--- config.mk ---
export PLATFORM = sky130hd
export DESIGN_NAME = ecl_config_loader
export DESIGN_NICKNAME = d
export VERILOG_FILES = /design/src/ecl_pkg.sv /design/src/ecl_sync.sv /design/src/ecl_port_meter.sv /design/src/ecl_config_loader.sv
export SDC_FILE = /design/constraint.sdc
export NUM_CORES = 1
export LEC_CHECK = 0
export BUFFER_PORTS_ARGS = -buffer_cell sky130_fd_sc_hd__buf_2
export CAP_MARGIN = 20
export CORE_MARGIN = 3
export CORE_UTILIZATION = 40
export DETAILED_ROUTE_END_ITERATION = 7
export PLACE_DENSITY_LB_ADDON = 0.15
export SKIP_CTS_REPAIR_TIMING = 1
export SLEW_MARGIN = 20
export SYNTH_ARGS = -nofsm -noshare
export SYNTH_HDL_FRONTEND = slang
export SYNTH_SLANG_ARGS = --single-unit
--- constraint.sdc ---
create_clock -name mclk -period 6.55 [get_ports mclk]
set_input_delay 0.655 -clock mclk [delete_from_list [all_inputs] [get_ports mclk]]
set_output_delay 0.655 -clock mclk [all_outputs]
set_load 0.05 [all_outputs]
--- src/ecl_pkg.sv ---
// ==========================================================
// shared constants for the configuration loader
// ==========================================================
package ecl_pkg;

  // ========================================================
  // clock and timing
  // ========================================================
  localparam int CLK_PERIOD_NS   = 100;
  localparam int STRAP_NS        = 200;
  localparam int READ_START_NS   = 800;
  localparam int LOAD_WINDOW_MS  = 30;
  // least times round up to whole cycles
  localparam int STRAP_CYC       = (STRAP_NS + CLK_PERIOD_NS - 1) / CLK_PERIOD_NS;
  localparam int READ_START_CYC  = (READ_START_NS + CLK_PERIOD_NS - 1) / CLK_PERIOD_NS;
  localparam int LOAD_WINDOW_CYC = (LOAD_WINDOW_MS * 1000000) / CLK_PERIOD_NS;
  localparam int SK_HALF_CYC     = 4;

  // ========================================================
  // serial memory framing
  // ========================================================
  localparam int        ADDR_BITS   = 8;
  localparam int        DATA_BITS   = 16;
  localparam int        CMD_BITS    = 3 + ADDR_BITS;
  localparam logic [3:0] RISE_HDR   = 4'hC;   // command rises plus dummy bit
  localparam logic [CMD_BITS-1:0] READ_FROM_ZERO = 11'h600;  // start, 10, addr 0
  localparam logic [1:0] OPC_WRITE  = 2'h1;
  localparam int        FRAME_BITS  = 2 + ADDR_BITS + DATA_BITS;
  localparam logic [ADDR_BITS-1:0] SIG_ADDR = 8'h00;

  // ========================================================
  // register map
  // ========================================================
  localparam logic [ADDR_BITS-1:0] ADDR_THRESH_HI = 8'h32;
  localparam logic [ADDR_BITS-1:0] ADDR_BW_EN     = 8'h33;
  localparam logic [7:0] THRESH_HI_RESET = 8'h00;
  localparam logic [8:0] BW_EN_RESET     = 9'h000;
  localparam int THR4_LSB = 0;
  localparam int LEN4_BIT = 3;
  localparam int THR5_LSB = 4;
  localparam int LEN5_BIT = 7;
  localparam int WRITE_THRESH_W = 8;    // bits 15:8 read-only
  localparam int WRITE_EN_W     = 9;    // bits 15:9 read-only

  // ========================================================
  // meter threshold codes to rate in kbit/s
  // ========================================================
  localparam logic [15:0] RATE_KBPS [8] = '{16'h0100, 16'h0200, 16'h03E8, 16'h07D0,
                                           16'h1388, 16'h2710, 16'h4E20, 16'hC350};
  localparam int BUDGET_SHIFT = 3;      // kbit/s over a 1 ms window in bytes

  // ========================================================
  // loader states, gray along the path
  // ========================================================
  typedef enum logic [2:0] {
    ST_RESET = 3'h0,
    ST_STRAP = 3'h1,
    ST_GAP   = 3'h3,
    ST_READ  = 3'h2,
    ST_HOLD  = 3'h6,
    ST_SNOOP = 3'h7
  } ecl_state_t;

endpackage

--- src/ecl_sync.sv ---
`timescale 1ns/1ps
`default_nettype none
// ==========================================================
// two-flop synchroniser for pin levels
// ==========================================================
module ecl_sync #(
  parameter int WIDTH = 1
) (
  // clock and reset
  input  wire logic             clk,
  input  wire logic             rstN,
  // levels
  input  wire logic [WIDTH-1:0] async,
  output logic      [WIDTH-1:0] synced
);

  logic [WIDTH-1:0] meta_q;
  logic [WIDTH-1:0] sync_q;

  // first stage feeds only the second
  always_ff @(posedge clk or negedge rstN) begin
    if (!rstN) begin
      meta_q <= '0;
      sync_q <= '0;
    end else begin
      meta_q <= async;
      sync_q <= meta_q;
    end
  end

  assign synced = sync_q;

endmodule
`default_nettype wire

--- src/ecl_port_meter.sv ---
`timescale 1ns/1ps
`default_nettype none
// ==========================================================
// per-port ingress meter
// ==========================================================
module ecl_port_meter
  import ecl_pkg::*;
#(
  parameter int LEN_W = 11,
  parameter int CNT_W = 24
) (
  // clock and reset
  input  wire logic             clk,
  input  wire logic             rstN,
  // configuration
  input  wire logic [2:0]       threshCode,
  input  wire logic             lengthOff,
  input  wire logic             limitEn,
  // packet events
  input  wire logic             pktValid,
  input  wire logic [LEN_W-1:0] pktLen,
  input  wire logic             windowTick,
  // results
  output logic      [15:0]      rateKbps,
  output logic      [CNT_W-1:0] meterCount,
  output logic                  overLimit
);

  if (CNT_W <= 16 || LEN_W >= CNT_W) begin : g_chk
    $error("ecl_port_meter: counter too narrow");
  end

  logic [15:0]      rate_q, rate_d;
  logic [CNT_W-1:0] cnt_q, cnt_d;
  logic             over_q, over_d;

  // window restart wins, lengths add only while counting is on
  always_comb begin
    rate_d = RATE_KBPS[threshCode];
    cnt_d  = cnt_q;
    if (windowTick) begin
      cnt_d = '0;
    end else if (pktValid && !lengthOff) begin
      cnt_d = cnt_q + CNT_W'(pktLen);
    end
    // budget compare uses the previous rate; one cycle of lag is harmless
    over_d = limitEn && (cnt_q > CNT_W'(rate_q >> BUDGET_SHIFT));
  end

  always_ff @(posedge clk or negedge rstN) begin
    if (!rstN) begin
      rate_q <= 16'h0000;
      cnt_q  <= '0;
      over_q <= 1'b0;
    end else begin
      rate_q <= rate_d;
      cnt_q  <= cnt_d;
      over_q <= over_d;
    end
  end

  assign rateKbps   = rate_q;
  assign meterCount = cnt_q;
  assign overLimit  = over_q;

endmodule
`default_nettype wire

--- src/ecl_config_loader.sv ---
`timescale 1ns/1ps
`default_nettype none
module ecl_config_loader
  import ecl_pkg::*;
#(
  parameter int LOAD_WINDOW = LOAD_WINDOW_CYC,
  parameter int HALF_SK     = SK_HALF_CYC,
  parameter logic [DATA_BITS-1:0] SIGNATURE = 16'h5AA5,  // arbitrary value
  parameter int LEN_W       = 11,
  parameter int CNT_W       = 24
) (
  // clock and reset
  input  wire logic             mclk,
  input  wire logic             arst_n,
  // serial memory pins, enables active low
  input  wire logic             cfgMemSelectIn,
  output logic                  cfgMemSelectOut,
  output logic                  cfgMemSelectOeN,
  input  wire logic             cfgMemSerialClockIn,
  output logic                  cfgMemSerialClockOut,
  output logic                  cfgMemSerialClockOeN,
  input  wire logic             cfgMemDataInIn,
  output logic                  cfgMemDataInOut,
  output logic                  cfgMemDataInOeN,
  input  wire logic             cfgMemDataOutIn,
  output logic                  cfgMemDataOutOut,
  output logic                  cfgMemDataOutOeN,
  // packet events for ports four and five
  input  wire logic [1:0]       rxPktValid,
  input  wire logic [LEN_W-1:0] rxPktLen [2],
  input  wire logic             meterWindowTick,
  // configuration results
  output logic [5:0]            bwLimitEnable,
  output logic [15:0]           rateKbps [2],
  output logic [CNT_W-1:0]      meterCount [2],
  output logic [1:0]            overLimit,
  output logic [15:0]           threshHiReg,
  output logic [15:0]           bwEnableReg,
  // straps and load status
  output logic                  strapAutoMdix,
  output logic                  strapDualColour,
  output logic                  strapLoadEnable,
  output logic                  loadDone,
  output logic                  signatureOk
);

  if (HALF_SK < 3 || LOAD_WINDOW <= READ_START_CYC) begin : g_chk
    $error("ecl_config_loader: timing parameters out of range");
  end

  localparam int TMR_W = $clog2(LOAD_WINDOW + 1);
  localparam int DIV_W = $clog2(HALF_SK + 1);
  localparam logic [TMR_W-1:0] T_STRAP = TMR_W'(STRAP_CYC);
  localparam logic [TMR_W-1:0] T_READ  = TMR_W'(READ_START_CYC);
  localparam logic [TMR_W-1:0] T_HOLD  = TMR_W'(LOAD_WINDOW);
  localparam logic [DIV_W-1:0] D_LAST  = DIV_W'(HALF_SK - 1);

  // ========================================================
  // reset release and pin synchronisers
  // ========================================================
  logic [1:0] rstPipe_q;
  logic       rstN;
  logic [3:0] pinS;
  logic       csS, skS, diS, doS;

  always_ff @(posedge mclk or negedge arst_n) begin
    if (!arst_n) begin
      rstPipe_q <= 2'h0;
    end else begin
      rstPipe_q <= {rstPipe_q[0], 1'b1};
    end
  end
  assign rstN = rstPipe_q[1];

  ecl_sync #(.WIDTH(4)) u_pins (
    .clk    (mclk),
    .rstN   (rstN),
    .async  ({cfgMemSelectIn, cfgMemSerialClockIn, cfgMemDataInIn, cfgMemDataOutIn}),
    .synced (pinS)
  );
  assign {csS, skS, diS, doS} = pinS;

  // ========================================================
  // state
  // ========================================================
  ecl_state_t               state_q, state_d;
  logic [TMR_W-1:0]         tmr_q, tmr_d;
  logic [DIV_W-1:0]         div_q, div_d;
  logic                     csOut_q, csOut_d;
  logic                     skOut_q, skOut_d;
  logic                     diOut_q, diOut_d;
  logic                     drive_q, drive_d;
  logic [CMD_BITS-1:0]      cmdSr_q, cmdSr_d;
  logic [3:0]               rise_q, rise_d;
  logic [3:0]               bit_q, bit_d;
  logic [ADDR_BITS-1:0]     word_q, word_d;
  logic [DATA_BITS-1:0]     shift_q, shift_d;
  logic [DATA_BITS-1:0]     wordIn;
  logic                     sigOk_q, sigOk_d;
  logic                     done_q, done_d;
  logic [2:0]               strap_q, strap_d;
  logic [7:0]               thresh_q, thresh_d;
  logic [8:0]               bwEn_q, bwEn_d;
  logic                     skPrev_q;
  logic                     skRise;
  logic                     snStart_q, snStart_d;
  logic [4:0]               snCnt_q, snCnt_d;
  logic [FRAME_BITS-1:0]    snSr_q, snSr_d;
  logic                     snPend_q, snPend_d;
  logic                     wrEn;
  logic [ADDR_BITS-1:0]     wrAddr;
  logic [DATA_BITS-1:0]     wrData;

  assign skRise = skS && !skPrev_q;
  assign wordIn = {shift_q[DATA_BITS-2:0], doS};

  // ========================================================
  // loader sequence and memory reader
  // ========================================================
  always_comb begin
    state_d = state_q;
    tmr_d   = (tmr_q == T_HOLD) ? tmr_q : tmr_q + 1'b1;
    div_d   = div_q;
    csOut_d = csOut_q;
    skOut_d = skOut_q;
    diOut_d = diOut_q;
    drive_d = drive_q;
    cmdSr_d = cmdSr_q;
    rise_d  = rise_q;
    bit_d   = bit_q;
    word_d  = word_q;
    shift_d = shift_q;
    sigOk_d = sigOk_q;
    done_d  = done_q;
    strap_d = strap_q;
    wrEn    = 1'b0;
    wrAddr  = word_q;
    wrData  = wordIn;
    case (state_q)
      ST_RESET: begin
        state_d = ST_STRAP;
      end
      ST_STRAP: begin
        // pins have settled through the synchroniser by now
        if (tmr_q >= T_STRAP) begin
          strap_d = {skS, diS, doS};
          state_d = ST_GAP;
        end
      end
      ST_GAP: begin
        if (tmr_q >= T_READ) begin
          if (strap_q[0]) begin
            state_d = ST_READ;
            drive_d = 1'b1;
            csOut_d = 1'b1;
            skOut_d = 1'b0;
            diOut_d = READ_FROM_ZERO[CMD_BITS-1];
            cmdSr_d = READ_FROM_ZERO;
            div_d   = '0;
          end else begin
            state_d = ST_HOLD;
          end
        end
      end
      ST_READ: begin
        div_d = div_q + 1'b1;
        if (div_q == D_LAST) begin
          div_d = '0;
          if (!skOut_q) begin
            skOut_d = 1'b1;
            cmdSr_d = cmdSr_q << 1;
            if (rise_q != RISE_HDR) begin
              rise_d = rise_q + 1'b1;
            end else begin
              // data bit was presented after the previous fall
              shift_d = wordIn;
              bit_d   = bit_q + 1'b1;
              if (bit_q == 4'hF) begin
                word_d = word_q + 1'b1;
                if (word_q == SIG_ADDR) begin
                  sigOk_d = (wordIn == SIGNATURE);
                  if (wordIn != SIGNATURE) begin
                    state_d = ST_HOLD;
                  end
                end else begin
                  wrEn = 1'b1;
                  if (word_q == ADDR_BW_EN) begin
                    state_d = ST_HOLD;
                  end
                end
              end
            end
          end else begin
            skOut_d = 1'b0;
            diOut_d = cmdSr_q[CMD_BITS-1];
          end
        end
        if (state_d == ST_HOLD) begin
          csOut_d = 1'b0;
          skOut_d = 1'b0;
          diOut_d = 1'b0;
          drive_d = 1'b0;
        end
      end
      ST_HOLD: begin
        // host must leave the pins alone until the window ends
        if (tmr_q == T_HOLD) begin
          state_d = ST_SNOOP;
          done_d  = 1'b1;
        end
      end
      ST_SNOOP: begin
        wrEn   = snPend_q && !csS && skRise;
        wrAddr = snSr_q[DATA_BITS +: ADDR_BITS];
        wrData = snSr_q[DATA_BITS-1:0];
      end
      default: begin
        state_d = ST_RESET;
      end
    endcase
  end

  // ========================================================
  // host write snooper
  // ========================================================
  always_comb begin
    snStart_d = snStart_q;
    snCnt_d   = snCnt_q;
    snSr_d    = snSr_q;
    snPend_d  = snPend_q;
    if (state_q == ST_SNOOP) begin
      if (!csS) begin
        snStart_d = 1'b0;
        snCnt_d   = 5'h00;
        if (skRise) begin
          snPend_d = 1'b0;
        end
      end else if (skRise) begin
        if (!snStart_q) begin
          snStart_d = diS;
          snPend_d  = 1'b0;
        end else if (snCnt_q != 5'(FRAME_BITS)) begin
          snSr_d  = {snSr_q[FRAME_BITS-2:0], diS};
          snCnt_d = snCnt_q + 1'b1;
          // opcode lands in the top two bits on the last shift
          snPend_d = (snCnt_q == 5'(FRAME_BITS - 1)) &&
                     (snSr_q[FRAME_BITS-2 -: 2] == OPC_WRITE);
        end else begin
          snPend_d = 1'b0;                                         // overlong frame dropped
        end
      end
    end
  end

  // ========================================================
  // configuration registers
  // ========================================================
  always_comb begin
    thresh_d = thresh_q;
    bwEn_d   = bwEn_q;
    if (wrEn && wrAddr == ADDR_THRESH_HI) begin
      thresh_d = wrData[WRITE_THRESH_W-1:0];
    end
    if (wrEn && wrAddr == ADDR_BW_EN) begin
      bwEn_d = wrData[WRITE_EN_W-1:0];
    end
  end

  always_ff @(posedge mclk or negedge rstN) begin
    if (!rstN) begin
      state_q   <= ST_RESET;
      tmr_q     <= '0;
      div_q     <= '0;
      csOut_q   <= 1'b0;
      skOut_q   <= 1'b0;
      diOut_q   <= 1'b0;
      drive_q   <= 1'b0;
      cmdSr_q   <= '0;
      rise_q    <= 4'h0;
      bit_q     <= 4'h0;
      word_q    <= SIG_ADDR;
      shift_q   <= '0;
      sigOk_q   <= 1'b0;
      done_q    <= 1'b0;
      strap_q   <= 3'h1;        // unstrapped: no crossover, single colour, load on
      thresh_q  <= THRESH_HI_RESET;
      bwEn_q    <= BW_EN_RESET;
      skPrev_q  <= 1'b0;
      snStart_q <= 1'b0;
      snCnt_q   <= 5'h00;
      snSr_q    <= '0;
      snPend_q  <= 1'b0;
    end else begin
      state_q   <= state_d;
      tmr_q     <= tmr_d;
      div_q     <= div_d;
      csOut_q   <= csOut_d;
      skOut_q   <= skOut_d;
      diOut_q   <= diOut_d;
      drive_q   <= drive_d;
      cmdSr_q   <= cmdSr_d;
      rise_q    <= rise_d;
      bit_q     <= bit_d;
      word_q    <= word_d;
      shift_q   <= shift_d;
      sigOk_q   <= sigOk_d;
      done_q    <= done_d;
      strap_q   <= strap_d;
      thresh_q  <= thresh_d;
      bwEn_q    <= bwEn_d;
      skPrev_q  <= skS;
      snStart_q <= snStart_d;
      snCnt_q   <= snCnt_d;
      snSr_q    <= snSr_d;
      snPend_q  <= snPend_d;
    end
  end

  // ========================================================
  // ingress meters for ports four and five
  // ========================================================
  for (genvar p = 0; p < 2; p++) begin : g_meter
    ecl_port_meter #(.LEN_W(LEN_W), .CNT_W(CNT_W)) u_meter (
      .clk        (mclk),
      .rstN       (rstN),
      .threshCode (thresh_q[(p == 0 ? THR4_LSB : THR5_LSB) +: 3]),
      .lengthOff  (thresh_q[p == 0 ? LEN4_BIT : LEN5_BIT]),
      .limitEn    (bwEn_q[7 + p]),
      .pktValid   (rxPktValid[p]),
      .pktLen     (rxPktLen[p]),
      .windowTick (meterWindowTick),
      .rateKbps   (rateKbps[p]),
      .meterCount (meterCount[p]),
      .overLimit  (overLimit[p])
    );
  end

  // ========================================================
  // outputs, all straight from flops
  // ========================================================
  assign cfgMemSelectOut      = csOut_q;
  assign cfgMemSelectOeN      = !drive_q;
  assign cfgMemSerialClockOut = skOut_q;
  assign cfgMemSerialClockOeN = !drive_q;
  assign cfgMemDataInOut      = diOut_q;
  assign cfgMemDataInOeN      = !drive_q;
  assign cfgMemDataOutOut     = rstPipe_q[0] & 1'b0;
  assign cfgMemDataOutOeN     = rstPipe_q[1] | 1'b1;  // never driven
  assign bwLimitEnable = {bwEn_q[8], bwEn_q[7], bwEn_q[6], bwEn_q[4], bwEn_q[2], bwEn_q[0]};
  assign threshHiReg   = {8'h00, thresh_q};
  assign bwEnableReg   = {7'h00, bwEn_q};
  assign strapAutoMdix   = strap_q[2];
  assign strapDualColour = strap_q[1];
  assign strapLoadEnable = strap_q[0];
  assign loadDone        = done_q;
  assign signatureOk     = sigOk_q;

endmodule
`default_nettype wire

==> impl_metrics.yaml <==
status:
  status: "complete, no violations"
logic_synthesis:
  synth_xor_area_share_pct: 3.59
  ys_dominant_reg_cell: "dfrtp_1"
  synth_compound_area_share_pct: 10.0
  synth_simple_gate_area_share_pct: 17.7
  syn_avg_cell_area_sq_um: 10.3
  synth_common_cells: "dfrtp_1, nand2_1, ha_1"
  synth_area_leaders: "dfrtp_1, ha_1, mux2_2"
  ys_types: 69
  ys_seq_area_share_pct: 47.2
  yosysWarnings: 0
  syn_inst: 1040
  synth_edf_count: 0
  yosys.area.top_type: "dfrtp_1"
  ys_ff_latch: 202
  synthMostInstantiatedCell: "dfrtp_1"
  synthArstFlopShare_pct: 100
  yosysTopAreaCellShare_pct: 46.9
  netlist_area_sq_mm: 0.0107
  synth_top_family_by_area: "simple AND/OR/NAND/NOR gates"
  synthAdderAreaFrac_pct: 8.77
  synthMuxAreaShare_pct: 7.00
global_routing:
  grt_pass1_wl_um: 38800
  first_global_vias: 7518
  track_usage_pct: 16.2
  antenna_found_initial: 0
  grt-ovfl-total: 0
  grt_max_degree: 185
timing:
  final_hold_viol_count: 0
  grt_setup_unrepaired: "false"
  skew_ns: 0.00743
  slew_violations: 0
  tightest_slew_ns: 1.07
  tns_ns: 0
  period_share_pct: 48.1
  setup_viol: 0
  finalCriticalPeriod_ns: 3.15
  fmax_ghz: 0.317
  max_slew_margin_pct: 29.0
routing:
  drtPass1Iterations: 5
  drt_wl_total_um: 24000
  drt-met1-wl_um: 12000
  drt-initial-drc-count: 484
  ant_nets: 0
  met2_length_um: 10600
  viasPerCell: 5.14
  wl_per_cell_um: 15.8
  maxUsedRoutingLayer: "met4"
  drc: 0
  vias: 7820
  routed-wl-met3_um: 1030
clock_tree:
  path_clk_slew_ns: 0.06
  root_buffer: "clkbuf_16"
  cts_tree: "yes"
  numCtsBuffers: 24
  cts_num_sinks: 202
  cts_max_level: 1
  cts_buffer_depth: 3
  clock_latency_ns: 0.50
die:
  rows: 59
  die_y_um: 170
  dieWidth_um: 170
  start_util_pct: 40.9
  coreArea_sq_mm: 0.0262
  num_io_pins: 164
  die_area_sq_mm: 0.0288
placement:
  io_buffer_count: 140
  dp.final_hpwl_um: 17000
  routabilityCongestion: 0.850
setup_path:
  cpLargestDelayFamily: "compound AO/OA/AOI/OAI gates"
  crit_chain: "ha_1 > fa_1 > a21o_1 > a21oi_1 > o211ai_1 > a211oi_1 > nor3b_1 > mux2_2"
  path_class: "register to register"
  cp_num_buf_inv: 0
  path_max_fanout: 9
  worstPathRequired_ns: 6.94
  crit_arrival_ns: 3.54
  start_kind: "register"
  max_stage_delay_ns: 0.85
  crit_slowest_cell: "a211oi_1"
  endpoint_kind: "register"
final_layout:
  synthToLayoutAreaGrowth_pct: 15.9
  finalCoreUtilization_pct: 47.4
  nets: 1274
  drive_above_1_share_pct: 22.1
  diodes: 0
pwr:
  p_leak_nw: 6.36
  irDropWorstVdd_mv: 0.180
  power_density_mw_per_mm2: 259
hold_path:
  hold_class: "register to async pin"
run:
  cap_violations: 0
## logic make-up (layout without fill, tap and decap cells)
family	count (synthesis)	after routing
and+or+nand+nor	365	365
DFF	202	202
AOI/OAI and AO/OA	163	163
buffers and inverters	123	247
adders and majority gates	74	74
muxes	67	67
xor gates and xnor gates	44	44
other	2	24
## final cells by class
| class | count | area [sq um] |
|---|---|---|
| Sequential cell | 202 | 5060 |
| Clock inverter | 5 | 50.0 |
| Timing Repair Buffer | 146 | 761 |
| Clock buffer | 38 | 774 |
| Inverter | 58 | 218 |
| Tap cell | 335 | 419 |
| Fill cell | 2498 | 13800 |
| Multi-Input combinational cell | 737 | 5140 |
## per-stage QoR
stage               setup slack [ns]  hold WS, ns  cell area, sq um  total power [W]  std cells
floorplan                      0.506        0.331             10800          0.00178       1062
global placement                3.22        0.206             11600          0.00189       1477
detailed placement              3.16        0.202             11600          0.00189       1477
CTS                             3.43      -0.0982             12400          0.00326       1520
global route                    3.15        0.222             12400          0.00338       1521
finish                          3.40        0.197             12400          0.00322       1521
## metal layers
metal / up-vias / GRT usage, %
met2: 168 / 25.4
li1: 3872 / -
met3: 24 / 2.47
met1: 3756 / 23.8
met5: - / 0
met4: 0 / 3.34
## registers in the layout, summed over array words and instances (netlist names), 2 cells and up
register                    count
snSr_q                         25
snCnt_q                         5
bwEn_q                          9
cmdSr_q                         2
thresh_q                        8
u_pins.meta_q                   4
bit_q                           4
g_meter.u_meter.meterCount     48
shift_q                        15
rise_q                          4
strap_q                         3
tmr_q                          19
state_q                         3
g_meter.u_meter.rateKbps       26
rstPipe_q                       2
word_q                          8
g_meter.u_meter.overLimit       2
div_q                           3
u_pins.synced                   4
## worst paths after layout
| check | cells after the start | startpoint | end | slack [ns] |
|---|---|---|---|---|
| setup / recovery | 8 | g_meter[0].u_meter.meterCount[0] | g_meter[0].u_meter.meterCount[22] | 3.40 |
| hold / removal | 0 | rstPipe_q[1] | g_meter[1].u_meter.meterCount[4] | 0.20 |
| setup reg to reg | 8 | g_meter[0].u_meter.meterCount[0] | g_meter[0].u_meter.meterCount[22] | 3.40 |
| hold reg to reg | 0 | rstPipe_q[1] | g_meter[1].u_meter.meterCount[4] | 0.20 |
| max in group asynchronous | 1 | rstPipe_q[1] | cmdSr_q[9] | 5.05 |
| min in group mclk | 1 | cfgMemSerialClockIn | u_pins.meta_q[2] | 0.26 |
## cells in the final DEF, fill, tap and decap left out, types with 13 or more instances in the layout
cell type	instances
a21o_1	21
a21oi_1	46
and3_1	15
buf_2	140
clkbuf_16	25
conb_1	24
dfrtp_1	200
ha_1	72
inv_1	57
mux2_2	63
nand2_1	139
nand2b_1	13
nand3_1	37
nand4_1	15
nor2_1	41
nor2b_1	18
nor3_1	15
o21ai_0	28
or4_1	13
xnor2_1	34
## where the power goes
part	switching (W)	leakage, nW	internal, W
sequential	0.0000570	2.73	0.00130
clock	0.000507	0.413	0.000844
combinational	0.000342	3.21	0.000168
No activity file was read; power rests on OpenSTA's default activity.
